`config.mk`:
```
export PLATFORM = sky130hd
export DESIGN_NAME = dctt_timer
export DESIGN_NICKNAME = d
export VERILOG_FILES = /design/src/logic/dctt_pkg.sv /design/src/logic/dctt_slot_counter.sv /design/src/logic/dctt_timer.sv
export SDC_FILE = /design/constraint.sdc
export NUM_CORES = 1
export LEC_CHECK = 0
export BUFFER_PORTS_ARGS = -buffer_cell sky130_fd_sc_hd__buf_2
export CORE_MARGIN = 2
export CORE_UTILIZATION = 30
export DETAILED_ROUTE_END_ITERATION = 12
export SETUP_SLACK_MARGIN = 0.5
export SYNTH_ARGS = -nofsm -noshare
export SYNTH_HDL_FRONTEND = slang
export SYNTH_SLANG_ARGS = --single-unit
```
`constraint.sdc`:
```
create_clock -name clock_in -period 3.3 [get_ports clock_in]
set_clock_uncertainty 0.2 [all_clocks]
set_input_delay 0.165 -clock clock_in [delete_from_list [all_inputs] [get_ports clock_in]]
set_output_delay 0.165 -clock clock_in [all_outputs]
set_load 0.05 [all_outputs]
```
`src/logic/dctt_pkg.sv`:
```
/*
  Shared constants for the down-counting timer with reply time-slot counter:
  register indices and byte addresses, field positions, reset values and the
  prescaler mask function.
  Assumes an APB slave with 8-bit byte addresses and one 32-bit word per register.
*/
package dctt_pkg;

  // ****************************************************************
  // Register indices (byte address is four times the index)
  // ****************************************************************
  localparam logic [7:0] IDX_SEC_STATUS    = 8'h05;
  localparam logic [7:0] IDX_CONTROL       = 8'h09;
  localparam logic [7:0] IDX_COUNT_NOW     = 8'h0c;
  localparam logic [7:0] IDX_TICK_DIV      = 8'h2a;
  localparam logic [7:0] IDX_EVENT_EN      = 8'h2b;
  localparam logic [7:0] IDX_LOAD          = 8'h2c;
  localparam logic [7:0] IDX_SLOT_LOW      = 8'h30;
  localparam logic [7:0] IDX_SIG_OUT_SEL   = 8'h31;
  localparam logic [7:0] IDX_CODER_CFG     = 8'h32;

  localparam logic [7:0] ADDR_SEC_STATUS   = {IDX_SEC_STATUS[5:0], 2'b00};
  localparam logic [7:0] ADDR_CONTROL      = {IDX_CONTROL[5:0], 2'b00};
  localparam logic [7:0] ADDR_COUNT_NOW    = {IDX_COUNT_NOW[5:0], 2'b00};
  localparam logic [7:0] ADDR_TICK_DIV     = {IDX_TICK_DIV[5:0], 2'b00};
  localparam logic [7:0] ADDR_EVENT_EN     = {IDX_EVENT_EN[5:0], 2'b00};
  localparam logic [7:0] ADDR_LOAD         = {IDX_LOAD[5:0], 2'b00};
  localparam logic [7:0] ADDR_SLOT_LOW     = {IDX_SLOT_LOW[5:0], 2'b00};
  localparam logic [7:0] ADDR_SIG_OUT_SEL  = {IDX_SIG_OUT_SEL[5:0], 2'b00};
  localparam logic [7:0] ADDR_CODER_CFG    = {IDX_CODER_CFG[5:0], 2'b00};

  // ****************************************************************
  // Field positions
  // ****************************************************************
  localparam int RUNNING_BIT   = 7;
  localparam int START_NOW_BIT = 1;
  localparam int STOP_NOW_BIT  = 2;
  localparam int AUTO_BIT      = 5;
  localparam int EXP_MSB       = 4;
  localparam int EN_TX_BEGIN   = 0;
  localparam int EN_TX_END     = 1;
  localparam int EN_RX_BEGIN   = 2;
  localparam int EN_RX_END     = 3;
  localparam int SLOT_MSB_BIT  = 0;
  localparam int CODER_MSB     = 2;
  localparam int CRC_EN_BIT    = 7;

  // ****************************************************************
  // Reset values and limits
  // ****************************************************************
  localparam logic [7:0] RST_TICK_DIV   = 8'h00;
  localparam logic [3:0] RST_EVENT_EN   = 4'h0;
  localparam logic [7:0] RST_LOAD       = 8'h00;
  localparam logic [8:0] RST_SLOT       = 9'h000;
  localparam logic [2:0] RST_CODER      = 3'h0;
  localparam logic [4:0] MAX_EXP        = 5'h15;
  localparam int         PRESC_W        = 22;
  localparam logic [4:0] CODER_BASE_EXP = 5'h03;

  typedef enum logic {
    TMR_IDLE = 1'b0,
    TMR_RUN  = 1'b1
  } dctt_timer_state_t;

  // Low bits that must all be ones for a divide-by-two-to-the-exp tick
  function automatic logic [PRESC_W-1:0] dctt_pow2_mask(input logic [4:0] exp_in);
    logic [4:0] e;
    e = (exp_in > MAX_EXP) ? MAX_EXP : exp_in;
    return ~({PRESC_W{1'b1}} << e);
  endfunction

endpackage

```
`src/logic/dctt_slot_counter.sv`:
```
/*
  Reply time-slot counter: after a command frame it counts coder clock periods
  and, at each expiry, triggers transmission of queued data.
  Assumes all inputs come from logic on clock_in.
*/
`timescale 1ns/1ps
module dctt_slot_counter
  import dctt_pkg::*;
(
  input  wire logic       clock_in,
  input  wire logic       rst_in,
  input  wire logic       cmd_end_in,
  input  wire logic [8:0] interval_in,
  input  wire logic [2:0] coder_setting_in,
  input  wire logic       fifo_has_data_in,
  output logic            slot_send_out,
  output logic            slot_active_out
);

  logic [PRESC_W-1:0] cdiv_q;
  logic [8:0]         cnt_q;
  logic               active_q;
  logic               send_q;
  wire  logic [4:0]   coder_exp = CODER_BASE_EXP + {2'b00, coder_setting_in};
  wire  logic [PRESC_W-1:0] cmask = dctt_pow2_mask(coder_exp);
  wire  logic         coder_tick = (cdiv_q & cmask) == cmask;
  wire  logic         arm = cmd_end_in & (interval_in != 9'h000);
  wire  logic         expire = active_q & coder_tick & (cnt_q <= 9'h001) & ~arm;

  always_ff @(posedge clock_in) begin
    if (rst_in) begin
      cdiv_q   <= '0;
      cnt_q    <= RST_SLOT;
      active_q <= 1'b0;
      send_q   <= 1'b0;
    end else begin
      cdiv_q <= arm ? '0 : cdiv_q + 1'b1;
      send_q <= expire & fifo_has_data_in;
      if (arm) begin
        cnt_q    <= interval_in;
        active_q <= 1'b1;
      end else if (expire) begin
        cnt_q    <= interval_in;
        active_q <= interval_in != 9'h000;
      end else if (active_q && coder_tick) begin
        cnt_q <= cnt_q - 9'h001;
      end
    end
  end

  assign slot_send_out   = send_q;
  assign slot_active_out = active_q;
endmodule // dctt_slot_counter

```
`src/logic/dctt_timer.sv`:
```
/*
  Down-counting timer with reply time-slot trigger, APB register slave.
  Assumes framing event inputs are one-cycle pulses from logic on clock_in,
  and clock_in is the chip clock that the prescaler divides.
*/
// The APB register port is this design's own decision.
`timescale 1ns/1ps
module dctt_timer
  import dctt_pkg::*;
(
  input  wire logic        clock_in,
  input  wire logic        rst_in,
  input  wire logic        psel_in,
  input  wire logic        penable_in,
  input  wire logic        pwrite_in,
  input  wire logic [7:0]  paddr_in,
  input  wire logic [31:0] pwdata_in,
  output logic      [31:0] prdata_out,
  output logic             pready_out,
  output logic             pslverr_out,
  input  wire logic        tx_begin_in,
  input  wire logic        tx_end_in,
  input  wire logic        rx_begin_in,
  input  wire logic        rx_end_in,
  input  wire logic        fifo_has_data_in,
  output logic             counting_active_flag_out,
  output logic             expiry_interrupt_request_out,
  output logic      [7:0]  count_now_out,
  output logic             slot_send_out,
  output logic             transmit_checksum_enable_out
);

  // ****************************************************************
  // Registers
  // ****************************************************************
  logic [31:0]        prdata_q;
  logic               pready_q;
  logic               pslverr_q;
  logic [4:0]         tick_divider_exponent_q;
  logic               auto_reload_enable_q;
  logic [3:0]         event_en_q;
  logic [7:0]         load_value_field_q;
  logic [8:0]         reply_slot_interval_q;
  logic [2:0]         coder_clock_setting_q;
  logic               transmit_checksum_enable_q;
  logic [PRESC_W-1:0] presc_q;
  logic [PRESC_W-1:0] presc_d;
  dctt_timer_state_t  state_q;
  dctt_timer_state_t  state_d;
  logic [7:0]         count_q;
  logic [7:0]         count_d;
  logic               irq_q;
  logic               irq_d;
  logic               slot_active;

  // ****************************************************************
  // APB decode
  // ****************************************************************
  wire logic acc        = psel_in & penable_in;
  // Taken on the first access edge only; the registered pready blocks a repeat
  wire logic rd_take    = acc & ~pready_q;
  wire logic wr_fire    = acc & pready_q & pwrite_in;
  wire logic hit_status = paddr_in == ADDR_SEC_STATUS;
  wire logic hit_ctrl   = paddr_in == ADDR_CONTROL;
  wire logic hit_count  = paddr_in == ADDR_COUNT_NOW;
  wire logic hit_div    = paddr_in == ADDR_TICK_DIV;
  wire logic hit_en     = paddr_in == ADDR_EVENT_EN;
  wire logic hit_load   = paddr_in == ADDR_LOAD;
  wire logic hit_slot   = paddr_in == ADDR_SLOT_LOW;
  wire logic hit_sig    = paddr_in == ADDR_SIG_OUT_SEL;
  wire logic hit_coder  = paddr_in == ADDR_CODER_CFG;
  wire logic mapped     = hit_status | hit_ctrl | hit_count | hit_div | hit_en
                        | hit_load | hit_slot | hit_sig | hit_coder;
  wire logic running    = state_q == TMR_RUN;

  wire logic [7:0] rd_status = {running, 7'h00};
  wire logic [7:0] rd_div    = {2'b00, auto_reload_enable_q, tick_divider_exponent_q};
  wire logic [7:0] rd_coder  = {transmit_checksum_enable_q, 4'h0, coder_clock_setting_q};
  // Control bits are write-one strobes, so the register reads as zero
  wire logic [7:0] rd_byte   =
      hit_status ? rd_status :
      hit_count  ? count_q :
      hit_div    ? rd_div :
      hit_en     ? {4'h0, event_en_q} :
      hit_load   ? load_value_field_q :
      hit_slot   ? reply_slot_interval_q[7:0] :
      hit_sig    ? {7'h00, reply_slot_interval_q[8]} :
      hit_coder  ? rd_coder : 8'h00;

  always_ff @(posedge clock_in) begin
    if (rst_in) begin
      pready_q  <= 1'b0;
      pslverr_q <= 1'b0;
      prdata_q  <= 32'h0000_0000;
    end else begin
      pready_q  <= rd_take;
      pslverr_q <= rd_take & ~mapped;
      prdata_q  <= rd_take ? {24'h00_0000, rd_byte} : 32'h0000_0000;
    end
  end

  // ****************************************************************
  // Configuration writes
  // ****************************************************************
  always_ff @(posedge clock_in) begin
    if (rst_in) begin
      tick_divider_exponent_q    <= RST_TICK_DIV[EXP_MSB:0];
      auto_reload_enable_q       <= RST_TICK_DIV[AUTO_BIT];
      event_en_q                 <= RST_EVENT_EN;
      load_value_field_q         <= RST_LOAD;
      reply_slot_interval_q      <= RST_SLOT;
      coder_clock_setting_q      <= RST_CODER;
      transmit_checksum_enable_q <= 1'b0;
    end else if (wr_fire) begin
      if (hit_div) begin
        tick_divider_exponent_q <= pwdata_in[EXP_MSB:0];
        auto_reload_enable_q    <= pwdata_in[AUTO_BIT];
      end
      if (hit_en) begin
        event_en_q <= pwdata_in[EN_RX_END:EN_TX_BEGIN];
      end
      if (hit_load) begin
        load_value_field_q <= pwdata_in[7:0];
      end
      if (hit_slot) begin
        reply_slot_interval_q[7:0] <= pwdata_in[7:0];
      end
      if (hit_sig) begin
        reply_slot_interval_q[8] <= pwdata_in[SLOT_MSB_BIT];
      end
      if (hit_coder) begin
        coder_clock_setting_q      <= pwdata_in[CODER_MSB:0];
        transmit_checksum_enable_q <= pwdata_in[CRC_EN_BIT];
      end
    end
  end

  // ****************************************************************
  // Start, stop and tick
  // ****************************************************************
  wire logic sw_start = wr_fire & hit_ctrl & pwdata_in[START_NOW_BIT];
  wire logic sw_stop  = wr_fire & hit_ctrl & pwdata_in[STOP_NOW_BIT];
  wire logic start_w  = sw_start
                      | (tx_begin_in & event_en_q[EN_TX_BEGIN])
                      | (tx_end_in & event_en_q[EN_TX_END]);
  wire logic stop_w   = sw_stop
                      | (rx_begin_in & event_en_q[EN_RX_BEGIN])
                      | (rx_end_in & event_en_q[EN_RX_END]);
  wire logic [PRESC_W-1:0] tmask = dctt_pow2_mask(tick_divider_exponent_q);
  wire logic tick_w   = (presc_q & tmask) == tmask;
  // Acting at one lets auto-reload skip zero and a one-shot land on it
  wire logic at_end   = count_q <= 8'h01;

  // Restarting the prescaler on a start keeps the first period full length
  assign presc_d = start_w ? '0 : presc_q + 1'b1;

  // ****************************************************************
  // Counter state
  // ****************************************************************
  always_comb begin
    state_d = state_q;
    count_d = count_q;
    irq_d   = 1'b0;
    case (state_q)
      TMR_IDLE: begin
        if (start_w) begin
          state_d = TMR_RUN;
          count_d = load_value_field_q;
        end
      end
      TMR_RUN: begin
        if (start_w) begin
          count_d = load_value_field_q;
        end else if (stop_w) begin
          state_d = TMR_IDLE;
        end else if (tick_w && at_end) begin
          irq_d = 1'b1;
          if (auto_reload_enable_q) begin
            count_d = load_value_field_q;
          end else begin
            count_d = 8'h00;
            state_d = TMR_IDLE;
          end
        end else if (tick_w) begin
          count_d = count_q - 8'h01;
        end
      end
      default: begin
        state_d = TMR_IDLE;
      end
    endcase
  end

  always_ff @(posedge clock_in) begin
    if (rst_in) begin
      presc_q <= '0;
      state_q <= TMR_IDLE;
      count_q <= 8'h00;
      irq_q   <= 1'b0;
    end else begin
      presc_q <= presc_d;
      state_q <= state_d;
      count_q <= count_d;
      irq_q   <= irq_d;
    end
  end

  // ****************************************************************
  // Reply time slot
  // ****************************************************************
  dctt_slot_counter dctt_slot_counter_inst (
    .clock_in         (clock_in),
    .rst_in           (rst_in),
    .cmd_end_in       (tx_end_in),
    .interval_in      (reply_slot_interval_q),
    .coder_setting_in (coder_clock_setting_q),
    .fifo_has_data_in (fifo_has_data_in),
    .slot_send_out    (slot_send_out),
    .slot_active_out  (slot_active)
  );

  // ****************************************************************
  // Outputs
  // ****************************************************************
  assign prdata_out                   = prdata_q;
  assign pready_out                   = pready_q;
  assign pslverr_out                  = pslverr_q;
  assign counting_active_flag_out     = running;
  assign expiry_interrupt_request_out = irq_q;
  assign count_now_out                = count_q;
  // The coder appends the CRC8 itself; software should clear this first
  assign transmit_checksum_enable_out = transmit_checksum_enable_q;

  wire logic quiet = ~start_w & ~stop_w;
endmodule // dctt_timer

```
### Word level (Yosys, flattened, before mapping)

Index checks and enable logic that the tools add are counted.
W data, S select, Z words.

* $add $sub $neg: 5
* $lt $le $gt $ge: 4
* equality and inequality tests: 14
* shift-type cells: 2
* multiplexer cells: 29
* bitwise logic cells: 38
* reductions and logical operators: 17

Operator list (number)
* $mux W8: 14
* $eq A8 B8 Y1 const B: 6
* $add A22 B1 Y22 const B: 2
* $and A22 B22 Y22: 2
* $eq A22 B22 Y1: 2
* $not A22 Y22: 2
* $shl A22 B5 Y22 const A: 2
* $mux W9: 3
* $and A1 B1 Y1: 17
* $eq A8 B6 Y1 const B: 2
* $pmux W8 S2: 1
* $or A1 B1 Y1: 12
* $reduce_and A2 Y1: 6
* $gt A5 B5 Y1 const B: 2
* $mux W5: 2
* $le A9 B1 Y1 const B: 1
* $reduce_bool A9 Y1: 1
* $sub A9 B1 Y9 const B: 1
* $eq A8 B5 Y1 const B: 1
* $le A8 B1 Y1 const B: 1
* $mux W1: 8
* $sub A8 B1 Y8 const B: 1
* $reduce_or A2 Y1: 3
* $not A1 Y1: 5
* 11 further kinds: 12

* register bits: 130
* output and inout bits: 46

### Depth between registers and ports, before layout

Gate-level depths: netlist of the first run.

* depth after elaboration: 12
* mapped depth: 13

### Hierarchy

From an unflattened synthesis of the first run, not the netlist that was laid out.

* cell total of the unflattened synthesis: 643
* area total of the unflattened synthesis: 5360.1 um2

By module, submodules not included
* dctt_timer: times used 1, cells an instance 443, area an instance 3739.8 um2
* dctt_slot_counter: times used 1, cells an instance 200, area an instance 1620.3 um2

### Worst setup path after synthesis of the first run

Ideal clock, no wire load.

* path kind: register to register
* start point: register count_q[2], in the netlist count_now_out[2]
* end point: register count_q[5], in the netlist count_now_out[5]
* data arrival time: 2.531 ns
* slack: 0.442 ns
* stages on the path, launching flop included: 10
* cell sequence: dfxtp_1 > nor4_2 > and2_1 > nor3b_2 > nand4_1 > or3b_4 > and2_4 > buf_6 > nor4b_4 > or3_1

* cells in the longest elaborated chain, start to end: 6

RTL lines
* start: declaration: RTL line dctt_timer.sv:50 `logic [7:0] count_q;`
* start signal: assignment: RTL line dctt_timer.sv:203 `count_q <= count_d;`
* $sub A8 B1 Y8 / $le A8 B1 Y1 (equally long branches): RTL line dctt_timer.sv:185, dctt_timer.sv:152
* $mux W8 / $logic_and A1 B1 Y1 (equally long branches): RTL line dctt_timer.sv:184, dctt_timer.sv:176
* $mux W8: RTL line dctt_timer.sv:176 `end else if (tick_w && at_end) begin`
* $mux W8: RTL line dctt_timer.sv:174 `end else if (stop_w) begin`
* $mux W8: RTL line dctt_timer.sv:172 `if (start_w) begin`
* $pmux W8 S2: RTL line dctt_timer.sv:164 `case (state_q)`

Several ways; a longest one is shown, not always the timed one. The select of a mux whose other input is x is not followed.
A chain may end at the register's enable or synchronous reset.

### Worst setup path in the final report of the first run

* start point: register presc_q[2]
* end point: register count_q[5], in the netlist count_now_out[5]

* cells in the longest elaborated chain, start to end: 7

RTL lines
* start: declaration: RTL line dctt_timer.sv:46 `logic [PRESC_W-1:0] presc_q;`
* start signal: assignment: RTL line dctt_timer.sv:201 `presc_q <= presc_d;`
* $and A22 B22 Y22 (*): RTL line dctt_timer.sv:150 `wire logic tick_w = (presc_q & tmask) == tmask;`
* $eq A22 B22 Y1 (*): RTL line dctt_timer.sv:150
* $logic_and A1 B1 Y1: RTL line dctt_timer.sv:176
* $mux W8: RTL line dctt_timer.sv:176
* $mux W8: RTL line dctt_timer.sv:174
* $mux W8: RTL line dctt_timer.sv:172
* $pmux W8 S2: RTL line dctt_timer.sv:164

Mark *: on every way between the ends. The rest lies on a longest branch, timed or not. The select of a mux whose other input is x is not followed.

==> results of run 1 <==
registers in the layout, indices dropped and copies added (netlist names), 3 cells and up:
register	flops
presc_q	21
coder_clock_setting_q	3
dctt_slot_counter_inst.cdiv_q	15
tick_divider_exponent_q	5
event_en_q	4
reply_slot_interval_q	9
dctt_slot_counter_inst.cnt_q	9
prdata_out	8
count_now_out	8
load_value_field_q	8
cell type report:
cell class,count,share of cell area (%)
antenna,1,0.0400
clock buffer,10,3.82
clock inverter,6,0.900
inverter,22,1.32
multi-input combinational,482,49.4
sequential,98,31.9
tap,225,4.50
timing repair buffer,79,8.06
cells in the mapped netlist, types with 3 or more instances:
library cell	number
ha_1	10
mux2i_1	29
xor2_1	20
buf_4	24
buf_2	3
a21oi_1	39
nor3b_1	3
dfxtp_1	98
nor2b_1	4
a211oi_1	10
nor3_1	15
or3_1	5
a221oi_1	7
nand4b_1	3
a222oi_1	3
clkbuf_1	19
xnor2_1	13
a31oi_1	3
nand2b_1	10
nand2_1	41
inv_1	22
a22o_1	4
and3_1	12
o21ai_0	18
a22oi_1	8
nand4_1	8
and2_1	8
nor2_1	96
nor4_1	6
o211ai_1	4
nand3_1	32
per-stage QoR:
step	util (%)	cells	setup slack, ns	power (µW)	hold slack, ns
floorplan	-	652	0.550	1350	0.0618
global placement	32.7	885	0.341	1370	0.204
detailed placement	32.7	885	0.329	1370	0.225
CTS	35.3	912	0.490	2420	0.0209
global route	36.4	923	0.472	2490	0.0343
finish	36.4	923	0.563	2390	0.0256
how the worst min path moves through the flow:
stage | start | endpoint
after floorplan | rst_in | pready_out
after global placement | fifo_has_data_in | dctt_slot_counter_inst.slot_send_out
after detailed placement | fifo_has_data_in | dctt_slot_counter_inst.slot_send_out
after CTS | rst_in | load_value_field_q[0]
after global routing | rst_in | load_value_field_q[0]
final | rst_in | load_value_field_q[0]
per-layer routing:
| layer | share of wire, % | up-vias | track usage [%] |
|---|---|---|---|
| li1 | - | 2324 | - |
| met4 | 2.4 | 0 | 5.61 |
| met5 | 0 | - | 0 |
| met2 | 44 | 150 | 22.3 |
| met1 | 48 | 2193 | 20.5 |
| met3 | 5.5 | 25 | 3.54 |
critical path, stage by stage, from the launching register on:
cell	delay, ns
dfxtp_2	0.40
and3_4	0.21
nand3_1	0.08
o22a_1	0.26
a2111oi_4	0.29
or3b_4	0.45
and2_4	0.21
nor4b_4	0.13
or3_1	0.38
cell families (layout without fill, tap and decap cells):
kind of cell    count (synthesis)  count (layout)  synth area share (%)
simple gates                  263             263                  25.6
flops                          98              98                  37.5
xor+xnor                       33              33                  5.53
buf+inv                        72             117                  7.28
mux                            30              30                  5.77
other cells                     1              25                0.0718
compound gates                121             121                  15.6
fa+ha+maj                      11              11                  2.59
what timing repair did:
action                                 in CTS  in global routing
gates resized for setup                    15                 29
endpoints found under the hold margin      30                  0
gates cloned                                0                  1
hold buffers                               11                  0
setup endpoints to repair                  14                 12
pin swaps                                   0                  8
setup buffers                               0                  9
power by group:
group | internal [µW] | switching (µW)
combinational | 37.1 | 119
sequential | 1180 | 9.97
clock | 548 | 496
total | 1770 | 625
==> flow_summary.json, run 1 <==
{
  "outcome": "finished, final reports clean",
  "routed_wl_um": 13800,
  "stdcell_area_mm2": 0.00626,
  "avgSynthCellArea_um2": 8.31,
  "drive_above_1_share_pct": 18.4,
  "clock.fmax_mhz": 365,
  "core_mm2": 0.0172,
  "synthDistinctLibCells": 70,
  "die-area_mm2": 0.0185,
  "tightest_slew_ns": 0.603,
  "synth_ff_type": "dfxtp_1",
  "ys_warn_count": 0,
  "clock_latency_ns": 0.35,
  "drt_pass1_iterations": 5,
  "nets": 752,
  "synth-async-reset-ratio_pct": 0,
  "whs_path_depth": 2,
  "drtAntennaViolNets": 0,
  "clk_pin_slew_ns": 0.07,
  "avgRoutedWirePerCell_um": 15.0,
  "grt_pass1_vias": 4222,
  "relSlewSlack_pct": 59.7,
  "root_buffer": "clkbuf_16",
  "rr_endpoint": "count_now_out[5]",
  "multi_input_area_mm2": 0.00309,
  "power.density_mw_per_mm2": 383,
  "grt_max_degree": 42,
  "worstPathMaxFanout": 7,
  "final-hold-violation-count": 0,
  "grt_pass1_wl_um": 21700,
  "cts_tree": "yes",
  "drtIter0Drc": 365,
  "final_common_cell": "nor2_1",
  "antenna_found_initial": 1,
  "fin_crit_sh_pct": 82.9,
  "end_kind": "flop",
  "routabilityCongestion": 0.875,
  "io_pins": 96,
  "min_period_ns": 2.74,
  "htreeDepth": 3,
  "cts_sinks": 98,
  "slew_viol_final": 0,
  "synthDominantCellAreaShare_pct": 37.5,
  "min-delay-path-class": "input pin to flop",
  "yosys.area.top_type": "dfxtp_1",
  "finalSetupViolCount": 0,
  "rsz0062_at_grt": "false",
  "crit_end": "count_now_out[5]",
  "vias": 4692,
  "worstReg2RegStart": "presc_q[2]",
  "die_w_um": 136,
  "vdd_drop_max_mv": 0.277,
  "die_h_um": 136,
  "grt_usage_pct": 14.8,
  "synth-edff-count": 0,
  "ff2ff_path_depth": 8,
  "regArea_mm2": 0.00200,
  "setup_tns_ns": 0,
  "rows": 48,
  "numCtsBuffers": 9,
  "timing.max_cap.violations": 0,
  "initial_core_util_pct": 30.4,
  "final_cell_mix": "nor2_1 (96), dfxtp_1 (84), buf_2 (48), nand2_1 (41), a21oi_1 (38)",
  "required_ns": 3.33,
  "avgViaCountPerCell": 5.08,
  "fillers": 1777,
  "yosys-top-cells-area": "dfxtp_1 (38%), nor2_1 (6.9%), mux2i_1 (5.6%)",
  "arrival_ns": 2.77,
  "synth-seq-cells": 98,
  "placed_area_mm2": 0.00562,
  "synth_seq_area_share_pct": 37.5,
  "crit_type": "flop to flop",
  "startpoint_type": "flop",
  "startpoint": "presc_q[2]",
  "clk_path_buf_depth": 2,
  "hpwl_um": 9720,
  "syn_area_mm2": 0.00523,
  "io_buffers": 47,
  "p_leak_uw": 0.00240,
  "drc_errors": 0,
  "r2r_setup_slack_ns": 0.56,
  "gr-total-overflow": 0,
  "area_delta_synth_final_pct": 19.7,
  "syn_inst": 629
}
Power figures use the tool's default switching activity.
==> inputs of run 2 (changes only) <==
==> constraint.sdc (replaced) <==
create_clock -name clock_in -period 2.3 [get_ports clock_in]
set_clock_uncertainty 0.2 [all_clocks]
set_input_delay 0.115 -clock clock_in [delete_from_list [all_inputs] [get_ports clock_in]]
set_output_delay 0.115 -clock clock_in [all_outputs]
set_load 0.05 [all_outputs]
==> flow_summary.json, run 2 (synthesis gave the netlist of run 1 again) <==
{
  "die_h_um": 136,
  "combPwrFrac_pct": 7.0,
  "switching_share_pct": 25.2,
  "postLayoutCoreUtil_pct": 43.7,
  "violations": "setup timing",
  "hpwl_um": 11000,
  "min_period_ns": 2.56,
  "numCtsBuffers": 9,
  "largest-register": "presc_q",
  "reg_top3": "presc_q: 21 flops, dctt_slot_counter_inst.cdiv_q: 15 flops",
  "dp.cells": 978,
  "slew_viol_final": 0,
  "multi_input_area_mm2": 0.00344,
  "nets": 854,
  "arrival_ns": 2.64,
  "drc_errors": 0,
  "final_cell_mix": "buf_4 (106), nor2_1 (83), dfxtp_1 (78), buf_2 (47), nand2_1 (36)",
  "die-area_mm2": 0.0185,
  "grt_pass1_vias": 4728,
  "p_int_uw": 2700,
  "avgRoutedWirePerCell_um": 14.9,
  "gr-total-overflow": 0,
  "finalSetupViolCount": 17,
  "crit_type": "flop to flop",
  "grt_use_met2_pct": 27.0,
  "drtIter0Drc": 294,
  "clk_path_buf_depth": 2,
  "tightest_slew_ns": 0.689,
  "p_leak_uw": 0.00303,
  "clkPwrFrac_pct": 45.7,
  "required_ns": 2.38,
  "cts_tree": "yes",
  "io_buffers": 47,
  "antenna_cells": 0,
  "area_delta_synth_final_pct": 43.8,
  "setup_slack_ns": -0.258,
  "relSlewSlack_pct": 54.1,
  "final-hold-violation-count": 0,
  "core_mm2": 0.0172,
  "end_kind": "flop",
  "htreeDepth": 3,
  "vias": 5077,
  "worstPathMaxFanout": 8,
  "cts_sinks": 98,
  "drive_above_1_share_pct": 37.8,
  "grt_max_degree": 34,
  "timing.max_cap.violations": 0,
  "sequentialPowerShare_pct": 47.4,
  "outcome": "finished with violations",
  "p_switching_uw": 909,
  "fillers": 1684,
  "grtUsageMet1_pct": 22.3,
  "min-delay-path-class": "input pin to flop",
  "initial_core_util_pct": 30.4,
  "pre_cts_ws_ns": -0.385,
  "largest_reg_flops": 21,
  "final_common_cell": "buf_4",
  "busiest_layer": "met2",
  "layout.cells.non_filler": 1024,
  "antenna_found_initial": 0,
  "drtAntennaViolNets": 0,
  "avgViaCountPerCell": 4.96,
  "startpoint_type": "flop",
  "root_buffer": "clkbuf_16",
  "io_pins": 96,
  "grt_usage_pct": 16.6,
  "gr-usage-met3_pct": 3.13,
  "routabilityCongestion": 0.885,
  "whs_ns": 0.0548,
  "die_w_um": 136,
  "power.density_mw_per_mm2": 480,
  "regArea_mm2": 0.00200,
  "clock_latency_ns": 0.35,
  "vdd_drop_max_mv": 0.353,
  "routed_wl_um": 15300,
  "clock.fmax_mhz": 391,
  "grt_pass1_wl_um": 24200,
  "fin_crit_sh_pct": 111,
  "clk_pin_slew_ns": 0.08,
  "drt_pass1_iterations": 5,
  "rsz0062_at_grt": "true",
  "rows": 48
}
==> run 2: final cells by class <==
class                           instances  share of cell area, %
Tap cell                              225                   3.75
Clock inverter                          6                   1.07
Timing Repair Buffer                  181                   18.2
Clock buffer                           10                   3.33
Sequential cell                        98                   26.7
Inverter                               22                   1.13
Multi-Input combinational cell        482                   45.8
==> run 2: timing repair <==
| action | CTS | global route |
|---|---|---|
| hold buffers | 10 | 0 |
| pin swaps | 46 | 17 |
| endpoints found under the hold margin | 33 | 0 |
| setup buffers | 11 | 8 |
| setup endpoints to repair | 49 | 67 |
| cloned | 1 | 0 |
| gates resized for setup | 82 | 40 |
==> run 2: critical path, stage by stage (launching register included) <==
cell and delay, ns:
dfxtp_4 0.42, or4bb_1 0.52, buf_4 0.16, nand3_1 0.10, a21oi_2 0.06, and4bb_2 0.28
a31oi_4 0.15, buf_6 0.14, buf_6 0.12, buf_12 0.11, a221oi_2 0.03, a211oi_2 0.19
==> run 2: worst paths after layout <==
kind,end,cells after the start,slack (ns),start
setup / recovery,count_now_out[0],11,-0.26,tick_divider_exponent_q[3]
hold / removal,dctt_slot_counter_inst.cnt_q[8],4,0.05,tx_end_in
setup reg to reg,count_now_out[0],11,-0.26,tick_divider_exponent_q[3]
hold reg to reg,dctt_slot_counter_inst.slot_active_out,2,0.29,dctt_slot_counter_inst.slot_active_out
==> run 2: routing by layer <==
| metal | vias up | share of wire [%] |
|---|---|---|
| li1 | 2535 | - |
| met2 | 109 | 47 |
| met4 | 0 | 1.9 |
| met5 | - | 0 |
| met3 | 24 | 4.0 |
| met1 | 2409 | 47 |
==> run 2: power groups by stage <==
stage	logic, µW	registers [µW]	clock network [µW]
finish	251	1710	1650
global route	269	1710	1760
global placement	229	1750	0
detailed placement	229	1750	0
floorplan	173	1760	0
CTS	249	1710	1690
==> run 2: per-stage QoR <==
step	power [µW]	cell area [µm²]	setup TNS [ns]
floorplan	1930	5440	-1.37
global placement	1980	6460	-4.27
detailed placement	1980	6460	-4.27
CTS	3640	7290	-2.78
global route	3740	7510	-5.43
finish	3610	7510	-3.34
